## src/ctes_defines.vh

```
// Shared constants for the camera trigger, exposure and strobe controller
`ifndef CTES_DEFINES_VH
`define CTES_DEFINES_VH
`define CTES_TMODE_EDGE      1'b0
`define CTES_TMODE_PULSE     1'b1
`define CTES_EDGE_RISE       2'd0
`define CTES_EDGE_FALL       2'd1
`define CTES_EDGE_BOTH       2'd2
`define CTES_LINES_FULL      11'd659
`define CTES_LINES_DRAFT     11'd240
`define CTES_LINE_WIDTH      11'd494
`define CTES_CLK_HZ          20000000
`define CTES_NV_INIT_SEC     40
`define CTES_NV_INIT_CYC     (`CTES_NV_INIT_SEC * `CTES_CLK_HZ)
`define CTES_ID_RESET        32'h00000001
`define CTES_NUM_STROBES     4
`define CTES_BRIGHT_RESET    8'h80
`define CTES_GAIN_RESET      8'h00
`endif

```

## src/ctes_top.v

```verilog
// Camera trigger, exposure, shutter, scan and strobe controller top
// Function
// - Trigger accepted only while capture is stopped
// - Mode 0 edge select, frame rate sets length except with both edges
// - Mode 1 integrates during low trigger pulse
// - Rising option starts on rising edge
// - Falling option starts on falling edge
// - Both edges: fall to rise, deliver after
// - Partial scan reads only whole lines
// - Draft mode cuts lines 659 to 240
// - Factory reset replaces stored settings later
// - Forty second storage init after factory reset
// - Writable identification number reported as identity
// - Brightness setting moves black level
// - Gain setting, minimum gives lowest noise
// - Clearing pulses early, then integrate to end
// - Four strobes with own start and stop
// - Disabled strobe stays inactive once out of reset
// - Per-strobe polarity select
// - Strobe times counted from vertical interval
`timescale 1ns/1ps
`include "ctes_defines.vh"
module ctes_top #(
   parameter CW          = 24,
   parameter NS          = 4,
   parameter NV_INIT_CYC = `CTES_NV_INIT_CYC
) (
   input  wire             sys_clk,
   input  wire             rst_b,
   input  wire             capture_run,
   input  wire             trig_enable,
   input  wire             trig_in,
   input  wire             trig_mode,
   input  wire [1:0]       edge_sel,
   input  wire [CW-1:0]    frame_period,
   input  wire [CW-1:0]    shutter_clear,
   input  wire             draft_en,
   input  wire             partial_en,
   input  wire [10:0]      partial_top,
   input  wire [10:0]      partial_height,
   input  wire             factory_reset,
   input  wire             nv_loaded,
   input  wire             id_wr,
   input  wire [31:0]      id_wdata,
   input  wire [7:0]       bright_in,
   input  wire [7:0]       gain_in,
   input  wire             bg_wr,
   input  wire [NS-1:0]    strb_en,
   input  wire [NS-1:0]    strb_pol,
   input  wire [NS*CW-1:0] strb_start,
   input  wire [NS*CW-1:0] strb_stop,
   output reg              vsync_r,
   output reg              clear_pulse_r,
   output reg              integrating_r,
   output reg              image_ready_r,
   output reg  [10:0]      lines_per_frame_r,
   output reg  [10:0]      first_line_r,
   output reg  [10:0]      line_width_r,
   output reg              nv_restore_r,
   output reg              nv_busy_r,
   output reg              ready_r,
   output reg  [31:0]      dev_id_r,
   output reg  [7:0]       black_level_r,
   output reg  [7:0]       gain_r,
   output wire [NS-1:0]    strobe_out
);
   localparam ST_IDLE  = 2'd0;
   localparam ST_CLEAR = 2'd1;
   localparam ST_INTEG = 2'd2;
   localparam ST_DONE  = 2'd3;

   reg           rst_m_r;
   reg           rst_s_r;
   wire          rst_n;
   wire          trig_rise;
   wire          trig_fall;
   reg  [1:0]    state_r;
   reg  [1:0]    state_nxt;
   reg  [CW-1:0] frame_cnt_r;
   reg  [CW-1:0] frame_cnt_nxt;
   reg           pulse_mode_r;
   reg           pulse_mode_nxt;
   reg           fr_vsync;
   reg           start_ev;
   reg           end_ev;
   reg  [31:0]   nv_cnt_r;
   wire          trig_armed;
   wire          end_of_frame;

   //////////////////////////////////////////////////////////////////////
   // Reset release through two flops
   always @(posedge sys_clk or negedge rst_b) begin
      if (!rst_b) begin
         rst_m_r <= 1'b0;
         rst_s_r <= 1'b0;
      end else begin
         rst_m_r <= 1'b1;
         rst_s_r <= rst_m_r;
      end
   end
   assign rst_n = rst_s_r;

   //////////////////////////////////////////////////////////////////////
   // Trigger pin synchroniser and edge detector
   ctes_edge_sync u_trig (
      .sys_clk  (sys_clk),
      .rst_n    (rst_n),
      .async_in (trig_in),
      .level    (),
      .rise     (trig_rise),
      .fall     (trig_fall)
   );

   // Trigger is armed only while continuous capture is stopped
   assign trig_armed = trig_enable & ~capture_run;
   assign end_of_frame = (frame_cnt_r >= frame_period - 1'b1);

   // Start event selection by trigger mode and edge option
   always @* begin
      start_ev       = 1'b0;
      pulse_mode_nxt = pulse_mode_r;
      if (capture_run) begin
         start_ev       = (state_r == ST_IDLE);
         pulse_mode_nxt = 1'b0;
      end else if (trig_armed && state_r == ST_IDLE) begin
         if (trig_mode == `CTES_TMODE_PULSE) begin
            start_ev       = trig_fall;
            pulse_mode_nxt = 1'b1;
         end else begin
            case (edge_sel)
               `CTES_EDGE_RISE: begin
                  start_ev       = trig_rise;
                  pulse_mode_nxt = 1'b0;
               end
               `CTES_EDGE_FALL: begin
                  start_ev       = trig_fall;
                  pulse_mode_nxt = 1'b0;
               end
               `CTES_EDGE_BOTH: begin
                  start_ev       = trig_fall;
                  pulse_mode_nxt = 1'b1;
               end
               default: begin
                  start_ev       = 1'b0;
                  pulse_mode_nxt = 1'b0;
               end
            endcase
         end
      end
   end

   // End of integration: next rising edge in pulse modes, else frame end
   always @* begin
      if (pulse_mode_r)
         end_ev = trig_rise;
      else
         end_ev = end_of_frame;
   end

   //////////////////////////////////////////////////////////////////////
   // Exposure state machine
   always @* begin
      state_nxt     = state_r;
      frame_cnt_nxt = frame_cnt_r + 1'b1;
      fr_vsync      = 1'b0;
      case (state_r)
         ST_IDLE: begin
            frame_cnt_nxt = {CW{1'b0}};
            if (start_ev) begin
               fr_vsync  = 1'b1;
               // Pulse modes take exposure from the pin, no clearing
               if (shutter_clear != {CW{1'b0}} && !pulse_mode_nxt)
                  state_nxt = ST_CLEAR;
               else
                  state_nxt = ST_INTEG;
            end
         end
         ST_CLEAR: begin
            // Clearing pulses early in the frame, then integrate
            if (frame_cnt_r >= shutter_clear - 1'b1)
               state_nxt = ST_INTEG;
            if (end_of_frame)
               state_nxt = ST_DONE;
         end
         ST_INTEG: begin
            if (end_ev)
               state_nxt = ST_DONE;
         end
         ST_DONE: begin
            state_nxt     = ST_IDLE;
            frame_cnt_nxt = {CW{1'b0}};
         end
         default: begin
            state_nxt     = ST_IDLE;
            frame_cnt_nxt = {CW{1'b0}};
         end
      endcase
   end

   always @(posedge sys_clk or negedge rst_n) begin
      if (!rst_n) begin
         state_r       <= ST_IDLE;
         frame_cnt_r   <= {CW{1'b0}};
         pulse_mode_r  <= 1'b0;
         vsync_r       <= 1'b0;
         clear_pulse_r <= 1'b0;
         integrating_r <= 1'b0;
         image_ready_r <= 1'b0;
      end else begin
         state_r       <= state_nxt;
         frame_cnt_r   <= frame_cnt_nxt;
         if (state_r == ST_IDLE)
            pulse_mode_r <= pulse_mode_nxt;
         vsync_r       <= fr_vsync;
         clear_pulse_r <= (state_nxt == ST_CLEAR);
         integrating_r <= (state_nxt == ST_INTEG);
         // Image is handed on only after the frame or rising edge ends it
         image_ready_r <= (state_r == ST_INTEG || state_r == ST_CLEAR) &&
                          (state_nxt == ST_DONE);
      end
   end

   //////////////////////////////////////////////////////////////////////
   // Scan geometry: whole lines only, width never narrowed
   always @(posedge sys_clk or negedge rst_n) begin
      if (!rst_n) begin
         lines_per_frame_r <= `CTES_LINES_FULL;
         first_line_r      <= 11'h000;
         line_width_r      <= `CTES_LINE_WIDTH;
      end else begin
         line_width_r <= `CTES_LINE_WIDTH;
         if (draft_en) begin
            lines_per_frame_r <= `CTES_LINES_DRAFT;
            first_line_r      <= 11'h000;
         end else if (partial_en && partial_height != 11'h000 &&
                      {1'b0, partial_top} + {1'b0, partial_height} <=
                      {1'b0, `CTES_LINES_FULL}) begin
            lines_per_frame_r <= partial_height;
            first_line_r      <= partial_top;
         end else begin
            lines_per_frame_r <= `CTES_LINES_FULL;
            first_line_r      <= 11'h000;
         end
      end
   end

   //////////////////////////////////////////////////////////////////////
   // Factory restore and storage reinitialisation after power-up
   // Restore is only requested here; new values apply after power cycle
   always @(posedge sys_clk or negedge rst_n) begin
      if (!rst_n) begin
         nv_restore_r <= 1'b0;
         nv_busy_r    <= 1'b0;
         ready_r      <= 1'b0;
         nv_cnt_r     <= 32'h00000000;
      end else begin
         nv_restore_r <= factory_reset;
         // Power-up after a restore: hold off for the full init time
         if (nv_loaded && !nv_busy_r && !ready_r) begin
            nv_busy_r <= 1'b1;
            nv_cnt_r  <= 32'h00000000;
         end else if (nv_busy_r) begin
            if (nv_cnt_r >= NV_INIT_CYC - 1) begin
               nv_busy_r <= 1'b0;
               ready_r   <= 1'b1;
            end else begin
               nv_cnt_r <= nv_cnt_r + 32'h00000001;
            end
         end
      end
   end

   //////////////////////////////////////////////////////////////////////
   // Identity and analog settings
   always @(posedge sys_clk or negedge rst_n) begin
      if (!rst_n) begin
         dev_id_r      <= `CTES_ID_RESET;
         black_level_r <= `CTES_BRIGHT_RESET;
         gain_r        <= `CTES_GAIN_RESET;
      end else begin
         if (id_wr)
            dev_id_r <= id_wdata;
         if (bg_wr) begin
            black_level_r <= bright_in;
            gain_r        <= gain_in;
         end
      end
   end

   //////////////////////////////////////////////////////////////////////
   // Strobe channels; host keeps windows inside integration time
   genvar gi;
   generate
      for (gi = 0; gi < NS; gi = gi + 1) begin : g_strb
         ctes_strobe #(
            .CW (CW)
         ) u_strb (
            .sys_clk     (sys_clk),
            .rst_n       (rst_n),
            .frame_cnt   (frame_cnt_r),
            .enable      (strb_en[gi] & (state_r != ST_IDLE)),
            .active_high (strb_pol[gi]),
            .start_pt    (strb_start[gi*CW +: CW]),
            .stop_pt     (strb_stop[gi*CW +: CW]),
            .strobe_out  (strobe_out[gi])
         );
      end
   endgenerate
endmodule

```

## src/ctes_edge_sync.v

```verilog
// Two-flop synchroniser with rise and fall detection on the clean copy
`timescale 1ns/1ps
module ctes_edge_sync (
   input  wire sys_clk,
   input  wire rst_n,
   input  wire async_in,
   output wire level,
   output wire rise,
   output wire fall
);
   reg meta_r;
   reg sync_r;
   reg prev_r;

   // Only sync_r reads meta_r; edges come from sync_r and prev_r
   always @(posedge sys_clk or negedge rst_n) begin
      if (!rst_n) begin
         meta_r <= 1'b1;
         sync_r <= 1'b1;
         prev_r <= 1'b1;
      end else begin
         meta_r <= async_in;
         sync_r <= meta_r;
         prev_r <= sync_r;
      end
   end

   assign level = sync_r;
   assign rise  = sync_r & ~prev_r;
   assign fall  = ~sync_r & prev_r;
endmodule

```

## src/ctes_strobe.v

```verilog
// One strobe channel: window compare with enable and polarity
`timescale 1ns/1ps
module ctes_strobe #(
   parameter CW = 24
) (
   input  wire          sys_clk,
   input  wire          rst_n,
   input  wire [CW-1:0] frame_cnt,
   input  wire          enable,
   input  wire          active_high,
   input  wire [CW-1:0] start_pt,
   input  wire [CW-1:0] stop_pt,
   output reg           strobe_out
);
   wire in_win;

   // Window counted from vertical interval start, stop is exclusive
   assign in_win = (frame_cnt >= start_pt) &&
                   (frame_cnt < stop_pt);

   // Out of reset, a disabled channel holds its inactive level whatever the window says
   always @(posedge sys_clk or negedge rst_n) begin
      if (!rst_n)
         strobe_out <= 1'b0;
      else
         strobe_out <= (enable & in_win) ?
                       active_high : ~active_high;
   end
endmodule

```

## config.mk

```make
export PLATFORM = sky130hd
export DESIGN_NAME = ctes_top
export DESIGN_NICKNAME = d
export VERILOG_FILES = /design/src/ctes_top.v /design/src/ctes_edge_sync.v /design/src/ctes_strobe.v
export VERILOG_INCLUDE_DIRS = /design/src /design/src/src
export SDC_FILE = /design/constraint.sdc
export NUM_CORES = 1
export LEC_CHECK = 0
export BUFFER_PORTS_ARGS = -buffer_cell sky130_fd_sc_hd__buf_2
export CORE_AREA = 4 4 163 165
export DETAILED_ROUTE_END_ITERATION = 12
export DIE_AREA = 0 0 167 169
export GPL_TIMING_DRIVEN = 0
export PLACE_DENSITY = 0.86
export SETUP_SLACK_MARGIN = 0.02
export SLEW_MARGIN = 40
export SYNTH_ARGS = -nofsm -noshare
export SYNTH_HDL_FRONTEND = slang
export SYNTH_SLANG_ARGS = --single-unit
export TNS_END_PERCENT = 50
```

## constraint.sdc

```tcl
create_clock -name sys_clk -period 14.2 [get_ports sys_clk]
set_clock_uncertainty 0.15 [all_clocks]
set_input_delay 1.42 -clock sys_clk [delete_from_list [all_inputs] [get_ports sys_clk]]
set_output_delay 1.42 -clock sys_clk [all_outputs]
set_load 0.02 [all_outputs]
```

==> Word-level counts from Yosys, hierarchy flattened <==
Index checks and enable logic that the tools add are counted.
{ "op_classes": {"n_addsub": 5, "multipliers": 0, "div_mod_pow": 0, "order_cmp": 12, "n_eq_ne": 9, "shifts": 0, "n_mux": 32, "bitwise": 19, "n_reduce_logical": 25} }
{ "ops": {"columns": ["cell", "n"], "rows": [
  [">= comparator 24 bit", 6],
  ["less-than comparator 24 bit", 4],
  ["2-to-1 mux 32 bit", 3],
  ["subtractor 24 x 1 -> 24 bit, second input constant", 2],
  ["2-to-1 mux 11 bit", 4],
  ["adder 32 x 1 -> 32 bit, second input constant", 1],
  [">= comparator 32 x 30 -> 1 bit, second input constant", 1],
  ["adder 24 x 1 -> 24 bit, second input constant", 1],
  ["2-to-1 mux 24 bit", 1],
  ["nonzero test 24 bit", 1],
  ["2-to-1 mux 1 bit", 17],
  ["adder 11 x 11 -> 12 bit", 1],
  ["less-or-equal comparator 12 x 10 -> 1 bit, second input constant", 1],
  ["bitwise AND 1 bit", 11],
  ["logical AND 1 bit", 11],
  ["nonzero test 11 bit", 1],
  ["equality test 2 bit, second input constant", 5],
  ["2-to-1 mux 2 bit", 5],
  ["NOT 1 bit", 8],
  ["one-hot mux 2 bit (4 select lines)", 1],
  ["equality test 2 x 1 -> 1 bit, second input constant", 3],
  ["zero test 2 bit", 2],
  ["nonzero test 2 bit", 2],
  ["OR reduction 2 bit", 2],
  ["other kinds (6)", 8]
]} }
{ "word_totals": {"regBits": 145, "latchBits": 0, "mem_bits_rw": 0, "romBits": 0, "input_bits": 332, "out_inout_bits": 92, "elab_cells": 127, "memories": 0} }

==> Depth between registers and ports, before layout <==
Gate-level depths: netlist of the first run.
{ "logic_depth": {"ltp_word": 12, "mapped_depth": 16, "depth_no_buf": 16} }

==> Modules after synthesis <==
A second synthesis of the first run with hierarchy kept.
{ "hier_totals": {"cells_unflattened": 1501, "area_unflattened_um2": 13287.7} }
{ "modules_own_cells": {"columns": ["mod", "n_inst", "cells_per_inst", "area_each_um2", "seq_area_each_um2"], "rows": [
  ["ctes_top", 1, 832, 8449.4, 3462.1],
  ["ctes_strobe", 4, 166, 1186.1, 25.0],
  ["ctes_edge_sync", 1, 5, 93.8, 78.8]
]} }

==> Least setup slack after synthesis of the first run <==
OpenSTA, ideal clock, no wires.
{ "synth_path": {"path_type": "input-to-reg", "from": "in shutter_clear[3]", "to": "reg image_ready_r", "setup_ns": 0.120, "arrival_ns": 5.001, "required_ns": 13.930, "path_slack_ns": 8.930, "cell_stages": 15, "path_buffers": 0, "cell_sequence": "or4_4 or4_4 nor4_4 nand2b_2 or3_4 nor3_2 xnor2_1 ha_1 nand4_1 nor3_1 a221oi_1 o21ai_0 or2_2 o31a_1 and3_1"} }
{ "synth_via": {"elab_chain_len": 7, "elab_cells_between_ends": 11, "cone_classes": "1 x add/sub; 1 x order compare; 1 x eq/ne; 5 x mux; 3 x reduce/logical"} }
{ "synth_rtl": {"columns": ["item", "line", "text"], "rows": [
  ["start: declaration", "ctes_top.v:36", "input wire [CW-1:0] shutter_clear,"],
  ["subtractor 24 x 1 -> 24 bit / nonzero test 24 bit (equally long branches)", "ctes_top.v:180, ctes_top.v:172", null],
  [">= comparator 24 bit / logical AND 1 bit (equally long branches)", "ctes_top.v:180, ctes_top.v:172", null],
  ["2-to-1 mux 2 bit (on tied branches)", "ctes_top.v:180, ctes_top.v:172", null],
  ["2-to-1 mux 2 bit (on tied branches)", "ctes_top.v:182, ctes_top.v:169", null],
  ["one-hot mux 2 bit (4 select lines) *", "ctes_top.v:166", "case (state_r)"],
  ["via state_nxt[1]", "ctes_top.v:78", "reg [1:0] state_nxt;"],
  ["equality test 2 bit *", "ctes_top.v:219", "(state_nxt == ST_DONE);"],
  ["logical AND 1 bit *", "ctes_top.v:218", "image_ready_r <= (state_r == ST_INTEG || state_r == ST_CLEAR) &&"],
  ["end signal: assignment", "ctes_top.v:218", null],
  ["end: declaration", "ctes_top.v:55", "output reg image_ready_r,"]
]} }
The timed path passes the listed nets; every way through them passes the cells marked *.
A chain may end at the register's enable or synchronous reset.

==> Final worst setup path of the first run <==
Same ends and word-level chain as after synthesis.

==> run summary, run 1 <==
Result of the run: finished clean
Synth Flop Type: dfrtp_1
Final number of hold-violating endpoints: 0
Starting utilization of the core area: 53.2%
Cts repair resizes: 0
Peak fanout along the critical path: 4
Slew at the pin closest to its max-slew limit: 867 ps
Synth-to-Final Area Change: 23.9%
Async SR Flop Fraction: 100%
Number of design-rule violations left by the first detailed-router iteration: 804
Post-CTS setup buffers: 0
Pin count of the biggest net entering global routing: 45
Type of the setup path with the least slack: primary input to flop
Kind of launch point of the worst setup path: primary input
Layout cell share with drive strength beyond 1: 28.1%
Distinct cells, synth: 68
Maximum level of the CTS H-tree: 4
Number of endpoints failing setup at the final stage: 0
Data arrival, critical path: 5630 ps
Sequential area share after synthesis: 27.4%
First-pass GRT wire length: 65.8 mm
Placed Cells incl. Taps: 2238
Post-CTS Hold Fix Bufs: 0
Post-synth EDFFs: 0
Kind of cell adding the most delay to the critical path: simple AND/OR/NAND/NOR gates
Min cycle time layout: 5480 ps
Total global routing track utilization: 29.1%
Vias in the first global route: 12900
Count of fill cells added during filler insertion: 2060
Number of register bits inferred by synthesis: 145
Normalized max-slew margin: 42.2%
Total I/O pin count: 424
Total leakage power: 9.43 nW
DR DRC count: 0
Via density: 5.62
Area occupied by multi-input gates: 8720 um^2
Placer congestion estimate: 0.925
RSZ-0062 raised after global routing: no
Worst min path class: flop to asynchronous set/reset pin
TritonCTS sink count: 145
# nets final: 2517
Die X-Extent: 167 um
Routed WL: 42.4 mm
Number of buffers on the longest clock path: 2
Total power divided by cell area: 79.7 nW/um^2
Required time of the critical path: 14340 ps
Initial antenna violation count: 9
Count of antenna-violating nets left after detailed routing: 0
Post-Syn Area per Cell: 8.96 um^2
Ordered cell list for the critical path: buf_2 > or4_4 > or4_4 > nor4_4 > nand2b_2 > or3_4 > nor3_2 > xnor2_1 > ha_1 > nand4_1 > nor3_1 > nand4_1 > a211oi_1 > nor3_1 > a211oi_1 > inv_1 > and3_1
I/O Buffers: 410
Critical-path top delay cell: or4_4
Total via count in the routed design: 12800
Pre-antenna DRT Iters: 5
Chip Height: 169 um
Maximum single-stage delay on the critical path: 580 ps
Cells after synthesis: 1485
CTS tree: yes
DIE AREA: 28200 um^2
Final HPWL DP: 34.1 mm
Largest vdd supply drop: 0.0816 mV
Wire length per cell: 18.6 um
Fmax: 0.182 GHz
Clock-pin slew on the worst setup and hold paths: 70 ps
Remaining global-route overflow: 0
Summed instance area of the synthesized netlist: 13300 um^2
Core Rows: 58
Maximum capacitance violations: 0
Period utilization: 38.6%
Combined flip-flop and latch cell area: 3650 um^2
Number of CTS-inserted buffers: 17
CP bufs+invs: 2
Clock tree root driver cell: clkbuf_16
Final Max Slew Viols: 0
Placeable Area: 25000 um^2
Worst Setup End Kind: flop
Summed negative setup slack over all endpoints: 0 ps
Clock insertion delay at the later pin of the skew report: 420 ps
Total of warnings raised by yosys: 0
Post-Layout Cell Count: 2278
kinds of logic after synthesis:
| family | synth area share (%) |
|---|---|
| other cells | 0.0564 |
| mux | 4.30 |
| xor+xnor | 6.05 |
| buf+inv | 7.50 |
| compound gates | 13.1 |
| flops | 27.4 |
| fa+ha+maj | 24.3 |
| simple gates | 17.3 |
power by group:
| group | total, mW | switching (mW) | leakage, nW | internal (mW) |
|---|---|---|---|---|
| Clock | 0.432 | 0.199 | 0.273 | 0.233 |
| Sequential | 0.498 | 0.0427 | 1.79 | 0.455 |
| Combinational | 0.383 | 0.216 | 7.37 | 0.167 |
routing by layer:
metal,global-route usage (%),share of wire [%],vias to the layer above
met4,10.2,3.5,2
met5,0,0.017,-
li1,-,-,6141
met1,36.3,41,6089
met3,5.30,6.1,110
met2,50.6,49,459
stage by stage:
step	hold slack, ps	area [um^2]	util [%]	setup slack [ps]	power (mW)
after floorplan	181	13300	-	8930	0.727
after global placement	187	15800	63.1	8200	0.863
after detailed placement	157	15900	63.4	8280	0.883
after CTS	163	16500	65.7	8710	1.32
after global routing	184	16500	65.8	8420	1.39
final	146	16500	65.8	8720	1.31
sequential cells by signal, indices dropped and copies added (netlist names), 2 cells and up:
register / flops
dev_id_r: 32
nv_cnt_r: 32
frame_cnt_r: 24
first_line_r: 11
lines_per_frame_r: 11
black_level_r: 8
gain_r: 8
g_strb.u_strb.strobe_out: 4
state_r: 2
worst reg2reg max path, cell delays in order, from the launching register on:
cell and delay [ps]:
dfrtp_1 900, ha_1 380, a21oi_1 140, o21ai_0 200
a221oi_1 300, o21ai_0 170, a41o_1 270, a211oi_1 380
inv_1 110, and3_1 190
cell usage in the layout (no fill, tap or decap), types with 6 or more instances in the layout:
cell	n
buf_4	15
a21boi_0	6
xor2_1	40
conb_1	12
and2_1	22
nor2_1	76
nand4_1	45
nand3_1	41
a211oi_1	11
buf_2	410
o21ai_0	56
and4_1	10
nand2b_1	15
nor2b_1	8
xnor2_1	52
and3_1	32
or4_1	12
nand2_1	67
or3_1	14
a31oi_1	8
a21oi_1	65
o211ai_1	13
dfrtp_1	131
dfstp_2	10
mux2_2	49
ha_1	257
inv_1	216
clkbuf_1	16
diode_2	8
or2_2	8
a21o_1	58
nor3_1	27
nor4_1	22
clkbuf_16	17
cells in the mapped netlist (16+ instances only):
| master | instances | area share, % |
|---|---|---|
| nor2_1 | 76 | 2.1 |
| ha_1 | 257 | 24 |
| nand3_1 | 41 | 1.5 |
| clkbuf_1 | 16 | 0.45 |
| nand4_1 | 45 | 2.1 |
| xnor2_1 | 52 | 3.4 |
| and3_1 | 32 | 1.5 |
| inv_1 | 216 | 6.1 |
| mux2_2 | 49 | 4.1 |
| a21o_1 | 58 | 3.3 |
| o21ai_0 | 56 | 2.1 |
| nor4_1 | 22 | 1.0 |
| xor2_1 | 40 | 2.6 |
| nor3_1 | 27 | 1.0 |
| and2_1 | 22 | 1.0 |
| a21oi_1 | 65 | 2.4 |
| dfrtp_1 | 135 | 25 |
| nand2_1 | 67 | 1.9 |
area by class of cell:
| class | count | share of cell area [%] |
|---|---|---|
| clock buffers | 17 | 2.58 |
| plain buffers | 35 | 1.14 |
| flip-flops and latches | 145 | 22.1 |
| inverters | 216 | 4.92 |
| diodes | 8 | 0.121 |
| well taps | 330 | 2.51 |
| multi-input cells | 1099 | 52.9 |
| clock inverters | 15 | 0.903 |
| repair buffers | 413 | 12.8 |
final timing paths:
| kind | slack [ps] | from | end | cells past startpoint |
|---|---|---|---|---|
| max in group asynchronous | 12910 | rst_n | frame_cnt_r[8] | 2 |
| min in group sys_clk | 200 | u_trig.meta_r | u_trig.level | 0 |
| worst min-delay path | 150 | rst_n | dev_id_r[15] | 0 |
| worst min register to register | 150 | rst_n | dev_id_r[15] | 0 |
| worst max-delay path | 8720 | shutter_clear[3] | image_ready_r | 17 |
| worst max register to register | 10900 | frame_cnt_r[15] | image_ready_r | 9 |
(Power assumes the default switching activity.)
==> inputs of run 2 (changes only) <==
Settings changed: CORE_AREA 4 4 163 165 to not set, CORE_MARGIN set to 4, CORE_UTILIZATION set to 53, DIE_AREA 0 0 167 169 to not set.
Clock period 14.2 ns to 5.5 ns, I/O delays scaled along.
==> run 2 against run 1 <==
  * Die area down 1.8%
  * Cell count down 0.18%
  * Flip-flop and latch count did not move
  * Clock-buffer cell count unchanged
  * Worst setup slack worse by 7800 ps
  * Clock power rose to 2.8 times the previous value
  * Global-route usage down 0.44 points
  * Power grew to 2.6 times the previous value
  * Sequential power grew to 2.6 times the previous value
  * Largest power group unchanged
  * Critical path depth did not move
  * Critical endpoint unchanged
  * Wire length shrank 3.2%
==> run summary, run 2 (same netlist as run 1, synthesis figures left out) <==
Result of the run: finished clean (unchanged)
Clock-pin slew on the worst setup and hold paths: 60 ps (was 70 ps)
Util after Layout: 67.4% (was 65.8%)
Die X-Extent: 166 um (was 167 um)
Area occupied by multi-input gates: 8720 um^2 (unchanged)
Via density: 5.57 (was 5.62)
Slew at the pin closest to its max-slew limit: 855 ps (was 867 ps)
Total via count in the routed design: 12700 (was 12800)
Initial antenna violation count: 15 (was 9)
Count of antenna-violating nets left after detailed routing: 0 (unchanged)
Clock insertion delay at the later pin of the skew report: 420 ps (about the same)
DR DRC count: 0 (unchanged)
Commonest non-fill, non-tap cell in the layout: buf_2 (unchanged)
# nets final: 2518 (was 2517)
First-pass GRT wire length: 64.6 mm (was 65.8 mm)
Count of fill cells added during filler insertion: 1966 (was 2060)
Worst setup slack before clock tree synthesis: 516 ps (was 8280 ps)
Critical-path top delay cell: or4_4 (unchanged)
Maximum level of the CTS H-tree: 4 (unchanged)
Final HPWL DP: 33.5 mm (was 34.1 mm)
Placer congestion estimate: 0.920 (was 0.925)
Vias in the first global route: 12700 (was 12900)
Type of the setup path with the least slack: primary input to flop (unchanged)
Period utilization: 82.5%
Number of design-rule violations left by the first detailed-router iteration: 891 (was 804)
RSZ-0062 raised after global routing: no (unchanged)
Pre-antenna DRT Iters: 5 (unchanged)
Total power divided by cell area: 210 nW/um^2 (was 79.7 nW/um^2)
Combinational fraction of design power: 28.5% (was 29.2%)
Total global routing track utilization: 28.6% (was 29.1%)
Clock tree root driver cell: clkbuf_16 (unchanged)
Placed Cells incl. Taps: 2232 (was 2238)
Maximum single-stage delay on the critical path: 580 ps (about the same)
Final Max Slew Viols: 0 (unchanged)
Most used cells in the layout excluding fill and tap cells: buf_2 (410), ha_1 (257), inv_1 (216) (unchanged)
Wire length per cell: 18.0 um (was 18.6 um)
Min cycle time layout: 4540 ps
Chip Height: 166 um (was 169 um)
Number of endpoints failing setup at the final stage: 0 (unchanged)
Peak fanout along the critical path: 4 (unchanged)
Combined flip-flop and latch cell area: 3640 um^2 (was 3650 um^2)
Data arrival, critical path: 4690 ps (was 5630 ps)
Switching Share: 33.7% (was 34.9%)
Number of CTS-inserted buffers: 17 (unchanged)
Required time of the critical path: 5650 ps (was 14340 ps)
Normalized max-slew margin: 43.0% (was 42.2%)
Fmax: 0.220 GHz
Worst Setup End Kind: flop (unchanged)
Starting utilization of the core area: 54.2% (was 53.2%)
Largest vdd supply drop: 0.172 mV (was 0.0816 mV)
Post-route worst setup slack: 961 ps (was 8720 ps)
CTS tree: yes (unchanged)
Sequential share of power: 36.8% (was 37.9%)
Clock share of power: 34.7% (was 32.9%)
Ordered cell list for the critical path: buf_2 > or4_4 > or4_4 > nor4_4 > nand2b_2 > or3_4 > nor3_2 > xnor2_1 > ha_1 > nand4_1 > nor3_1 > nand4_1 > a211oi_1 > nor3_1 > a211oi_1 > inv_1 > and3_1 (unchanged)
Number of buffers on the longest clock path: 2 (unchanged)
Power spent charging and discharging nets: 1.17 mW (was 0.458 mW)
DIE AREA: 27700 um^2 (was 28200 um^2)
Routed WL: 41.0 mm (was 42.4 mm)
Maximum capacitance violations: 0 (unchanged)
Power Internal: 2.30 mW (was 0.855 mW)
TritonCTS sink count: 145 (unchanged)
Total leakage power: 9.47 nW (was 9.43 nW)
Pin count of the biggest net entering global routing: 45 (unchanged)
Synth-to-Final Area Change: 24.2% (was 23.9%)
Remaining global-route overflow: 0 (unchanged)
Leading registers by flop count: dev_id_r (32), nv_cnt_r (32), frame_cnt_r (24) (unchanged)
I/O Buffers: 410 (unchanged)
Placeable Area: 24500 um^2 (was 25000 um^2)
Total I/O pin count: 424 (unchanged)
Kind of launch point of the worst setup path: primary input (unchanged)
Worst min path class: primary input to flop (was flop to asynchronous set/reset pin)
Final number of hold-violating endpoints: 0 (unchanged)
Layout cell share with drive strength beyond 1: 27.9% (was 28.1%)
Core Rows: 57 (was 58)
Post-Layout Cell Count: 2274 (was 2278)
-- run 2: final timing paths --
kind	start	end	slack, ps	depth (start not counted)
max	shutter_clear[3]	image_ready_r	960	17
min	trig_in	u_trig.meta_r	80	1
max reg2reg	frame_cnt_r[10]	image_ready_r	2280	9
min reg2reg	rst_n	dev_id_r[22]	120	0
max in group asynchronous	rst_n	black_level_r[7]	4190	2
min in group asynchronous	rst_n	dev_id_r[22]	120	0
-- run 2: what timing repair did --
item,in CTS,in global routing
buffers inserted,0,0
hold buffers,1,0
resized for setup,0,0
endpoints found under the hold margin,2,0
-- run 2: metrics by stage --
stage	TNS, ps	instance area [um^2]	hold slack [ps]	power (mW)
2_1_floorplan	0	13300	104	1.88
3_3_place_gp	-77950	15800	186	2.23
3_5_place_dp	0	15900	123	2.27
4_1_cts	0	16500	66.0	3.49
5_1_grt	0	16500	63.8	3.67
6_report	0	16500	78.3	3.47
-- run 2: metal layers --
layer	up-vias	track usage, %	wire, um
li1	6158	-	-
met1	5931	35.8	16900
met2	487	49.8	20200
met3	89	5.76	2900
met4	10	8.96	1020
met5	-	0	62
-- run 2: power by group through the flow --
stage | sequential (mW) | clock, mW | combinational, mW
2_1_floorplan | 1.34 | 0 | 0.533
3_3_place_gp | 1.31 | 0 | 0.926
3_5_place_dp | 1.29 | 0 | 0.980
4_1_cts | 1.28 | 1.22 | 0.991
5_1_grt | 1.29 | 1.28 | 1.10
6_report | 1.28 | 1.20 | 0.988
-- run 2: area by class of cell --
class,count,share of cell area [%]
antenna,9,0.136
buffer,35,1.14
clock buffer,17,2.57
clock inverter,15,1.17
inverter,216,4.91
multi-input combinational,1099,52.7
sequential,145,22.1
tap,324,2.45
timing repair buffer,414,12.8
-- run 2: critical path: cells and delay by family --
family,cells,cell delay (ps)
AND/OR/NAND/NOR,11,2870
AO/OA/AOI/OAI,2,650
adder cells (fa/ha/maj),1,300
buffers and inverters,2,210
XOR/XNOR,1,110
==> inputs of run 3 (changes only) <==
Settings changed: CORE_UTILIZATION 53 to 48, PLACE_DENSITY 0.86 to 0.82.
Clock period 5.5 ns to 3.95 ns, I/O delays scaled along.
==> run 3 against run 2 <==
  * The flow now finishes with violations (setup timing)
  * Register-to-register slack got worse by 1500 ps
  * Flip-flop and latch count unchanged
  * Via count increased by 1.7%
  * Sequential power up 39%
  * First-iteration DRC count is 17% lower
  * Sequential share of layout area decreased by 0.29 points
  * Core utilization decreased by 5.6 points
  * Wire length increased by 5.8%
  * Clock power up 38%
  * Power is 41% higher
  * Highest routed layer unchanged
  * Largest cell class unchanged
==> run summary, run 3 (same netlist as run 1, synthesis figures left out) <==
Total global routing track utilization: 27.6% (was 28.6%)
Starting utilization of the core area: 49.1% (was 54.2%)
Pre-antenna DRT Iters: 9 (was 5)
Final Max Slew Viols: 0 (unchanged)
Placed inst area: 15900 um^2 (about the same)
Required time of the critical path: 4130 ps (was 5650 ps)
Layout cell share with drive strength beyond 1: 28.6% (was 27.9%)
Normalized max-slew margin: 43.8% (was 43.0%)
RSZ-0062 raised after global routing: yes (was no)
Placer congestion estimate: 0.996 (was 0.920)
Via density: 5.51 (was 5.57)
Maximum level of the CTS H-tree: 4 (unchanged)
Peak fanout along the critical path: 4 (unchanged)
Synth-to-Final Area Change: 25.8% (was 24.2%)
Total via count in the routed design: 12900 (was 12700)
Met2 layer usage reported by global route: 48.1% (was 49.8%)
Clock-pin slew on the worst setup and hold paths: 80 ps (was 60 ps)
Min cycle time layout: 4080 ps
Pin count of the biggest net entering global routing: 46 (was 45)
Period utilization: 103%
Number of buffers on the longest clock path: 2 (unchanged)
Ordered cell list for the critical path: buf_6 > or4_4 > or4_4 > nor4_4 > nand2b_2 > or3_4 > nor3_4 > xnor2_1 > ha_1 > nand4_1 > nor3_2 > nand4_1 > a211oi_2 > buf_4 > or2_2 > o31a_1 > buf_4 > nor2_4 (was buf_2 > or4_4 > or4_4 > nor4_4 > nand2b_2 > or3_4 > nor3_2 > xnor2_1 > ha_1 > nand4_1 > nor3_1 > nand4_1 > a211oi_1 > nor3_1 > a211oi_1 > inv_1 > and3_1)
Post-layout power: 4.88 mW (was 3.47 mW)
Die X-Extent: 175 um (was 166 um)
Maximum capacitance violations: 0 (unchanged)
Commonest non-fill, non-tap cell in the layout: buf_2 (unchanged)
Maximum single-stage delay on the critical path: 530 ps (was 580 ps)
Post-route worst setup slack: -128 ps (was 961 ps)
DIE AREA: 30500 um^2 (was 27700 um^2)
Count of antenna-violating nets left after detailed routing: 0 (unchanged)
Remaining global-route overflow: 0 (unchanged)
Leading registers by flop count: dev_id_r (32), nv_cnt_r (32), frame_cnt_r (24) (unchanged)
Number of design-rule violations left by the first detailed-router iteration: 741 (was 891)
Critical-path top delay cell: or4_4 (unchanged)
Final Instance Area: 16700 um^2 (was 16500 um^2)
TritonCTS sink count: 145 (unchanged)
Clock insertion delay at the later pin of the skew report: 430 ps (was 420 ps)
GRT busiest layer: met2 (unchanged)
Total power divided by cell area: 291 nW/um^2 (was 210 nW/um^2)
Summed negative setup slack over all endpoints: -263 ps (was 0 ps)
Total I/O pin count: 424 (unchanged)
Data arrival, critical path: 4260 ps (was 4690 ps)
Kind of launch point of the worst setup path: primary input (unchanged)
Number of CTS-inserted buffers: 17 (unchanged)
Util after Layout: 61.8% (was 67.4%)
Total leakage power: 9.55 nW (was 9.47 nW)
Initial antenna violation count: 11 (was 15)
Core Rows: 60 (was 57)
Worst Setup End Kind: flop (unchanged)
Routed WL: 43.4 mm (was 41.0 mm)
Vias in the first global route: 13100 (was 12700)
Fmax: 0.245 GHz
Final HPWL DP: 34.9 mm (was 33.5 mm)
Largest vdd supply drop: 0.311 mV (was 0.172 mV)
GRT met3 Usage: 4.83% (was 5.76%)
CTS tree: yes (unchanged)
Number of endpoints failing setup at the final stage: 3 (was 0)
Chip Height: 175 um (was 166 um)
DR DRC count: 0 (unchanged)
Slew at the pin closest to its max-slew limit: 843 ps (was 855 ps)
Most used cells in the layout excluding fill and tap cells: buf_2 (408), ha_1 (257), inv_1 (216) (was buf_2 (410), ha_1 (257), inv_1 (216))
Wire length per cell: 18.6 um (was 18.0 um)
Routing usage on met1: 34.1% (was 35.8%)
Worst min path class: primary input to flop (unchanged)
First-pass GRT wire length: 67.4 mm (was 64.6 mm)
Final number of hold-violating endpoints: 0 (unchanged)
Worst setup slack before clock tree synthesis: -961 ps (was 516 ps)
Type of the setup path with the least slack: primary input to flop (unchanged)
I/O Buffers: 410 (unchanged)
Kind of cell adding the most delay to the critical path: simple AND/OR/NAND/NOR gates (unchanged)
# nets final: 2535 (was 2518)
Placeable Area: 27100 um^2 (was 24500 um^2)
CP bufs+invs: 3 (was 2)
Clock tree root driver cell: clkbuf_16 (unchanged)
Failing checks: setup timing
Result of the run: complete, but fails checks (was finished clean)
[run 3: cell types whose count changed in the layout (fill, tap and decap cells not counted), sizes merged]
cell / previous run / this run
buf: 432 / 445
dlygate4sd3: 1 / 5
bufinv: 2 / 1
clkinvlp: 0 / 1
diode: 9 / 8
[run 3: path summary, 6_finish.rpt]
check                                 startpoint                          end  slack (ps)  depth (start not counted)
worst max-delay path            shutter_clear[5]                clear_pulse_r        -130                         18
worst min-delay path                 strb_pol[2]  g_strb[2].u_strb.strobe_out          20                          2
worst max register to register   frame_cnt_r[10]                clear_pulse_r         740                          9
worst min register to register             rst_n         lines_per_frame_r[8]          90                          0
max in group asynchronous                  rst_n             black_level_r[7]        2650                          2
min in group asynchronous                  rst_n         lines_per_frame_r[8]          90                          0
[run 3: area by class of cell]
cell class | count | area (um^2)
Antenna cell | 8 | 20.0
Buffer | 35 | 188
Clock buffer | 17 | 425
Clock inverter | 15 | 168
Fill cell | 2308 | 10400
Inverter | 216 | 811
Multi-Input combinational cell | 1099 | 8750
Sequential cell | 145 | 3640
Tap cell | 372 | 465
Timing Repair Buffer | 431 | 2270
[run 3: through the flow]
step | hold WS [ps] | instances
finish | 17.8 | 2338
global route | 5.79 | 2338
CTS | 1.52 | 2327
detailed placement | 35.3 | 2280
global placement | 30.5 | 2277
floorplan | -50.6 | 1495
[run 3: report_power, final]
| group | switching, mW | internal, mW | total [mW] |
|---|---|---|---|
| registers | 0.146 | 1.64 | 1.78 |
| logic | 0.809 | 0.633 | 1.44 |
| clock network | 0.753 | 0.902 | 1.65 |
| total | 1.71 | 3.17 | 4.88 |
[run 3: layer usage]
metal	up-vias	routed length [um]
met4	4	1530
met1	6099	18100
met5	-	24
li1	6184	-
met2	495	21200
met3	108	2610
[run 3: what timing repair did]
action	in CTS	in global routing
cloned	0	0
setup endpoints to repair	5	5
pin swaps	11	6
hold endpoints to repair	8	0
resized for setup	10	2
hold buffers	5	0
buffers inserted	10	3
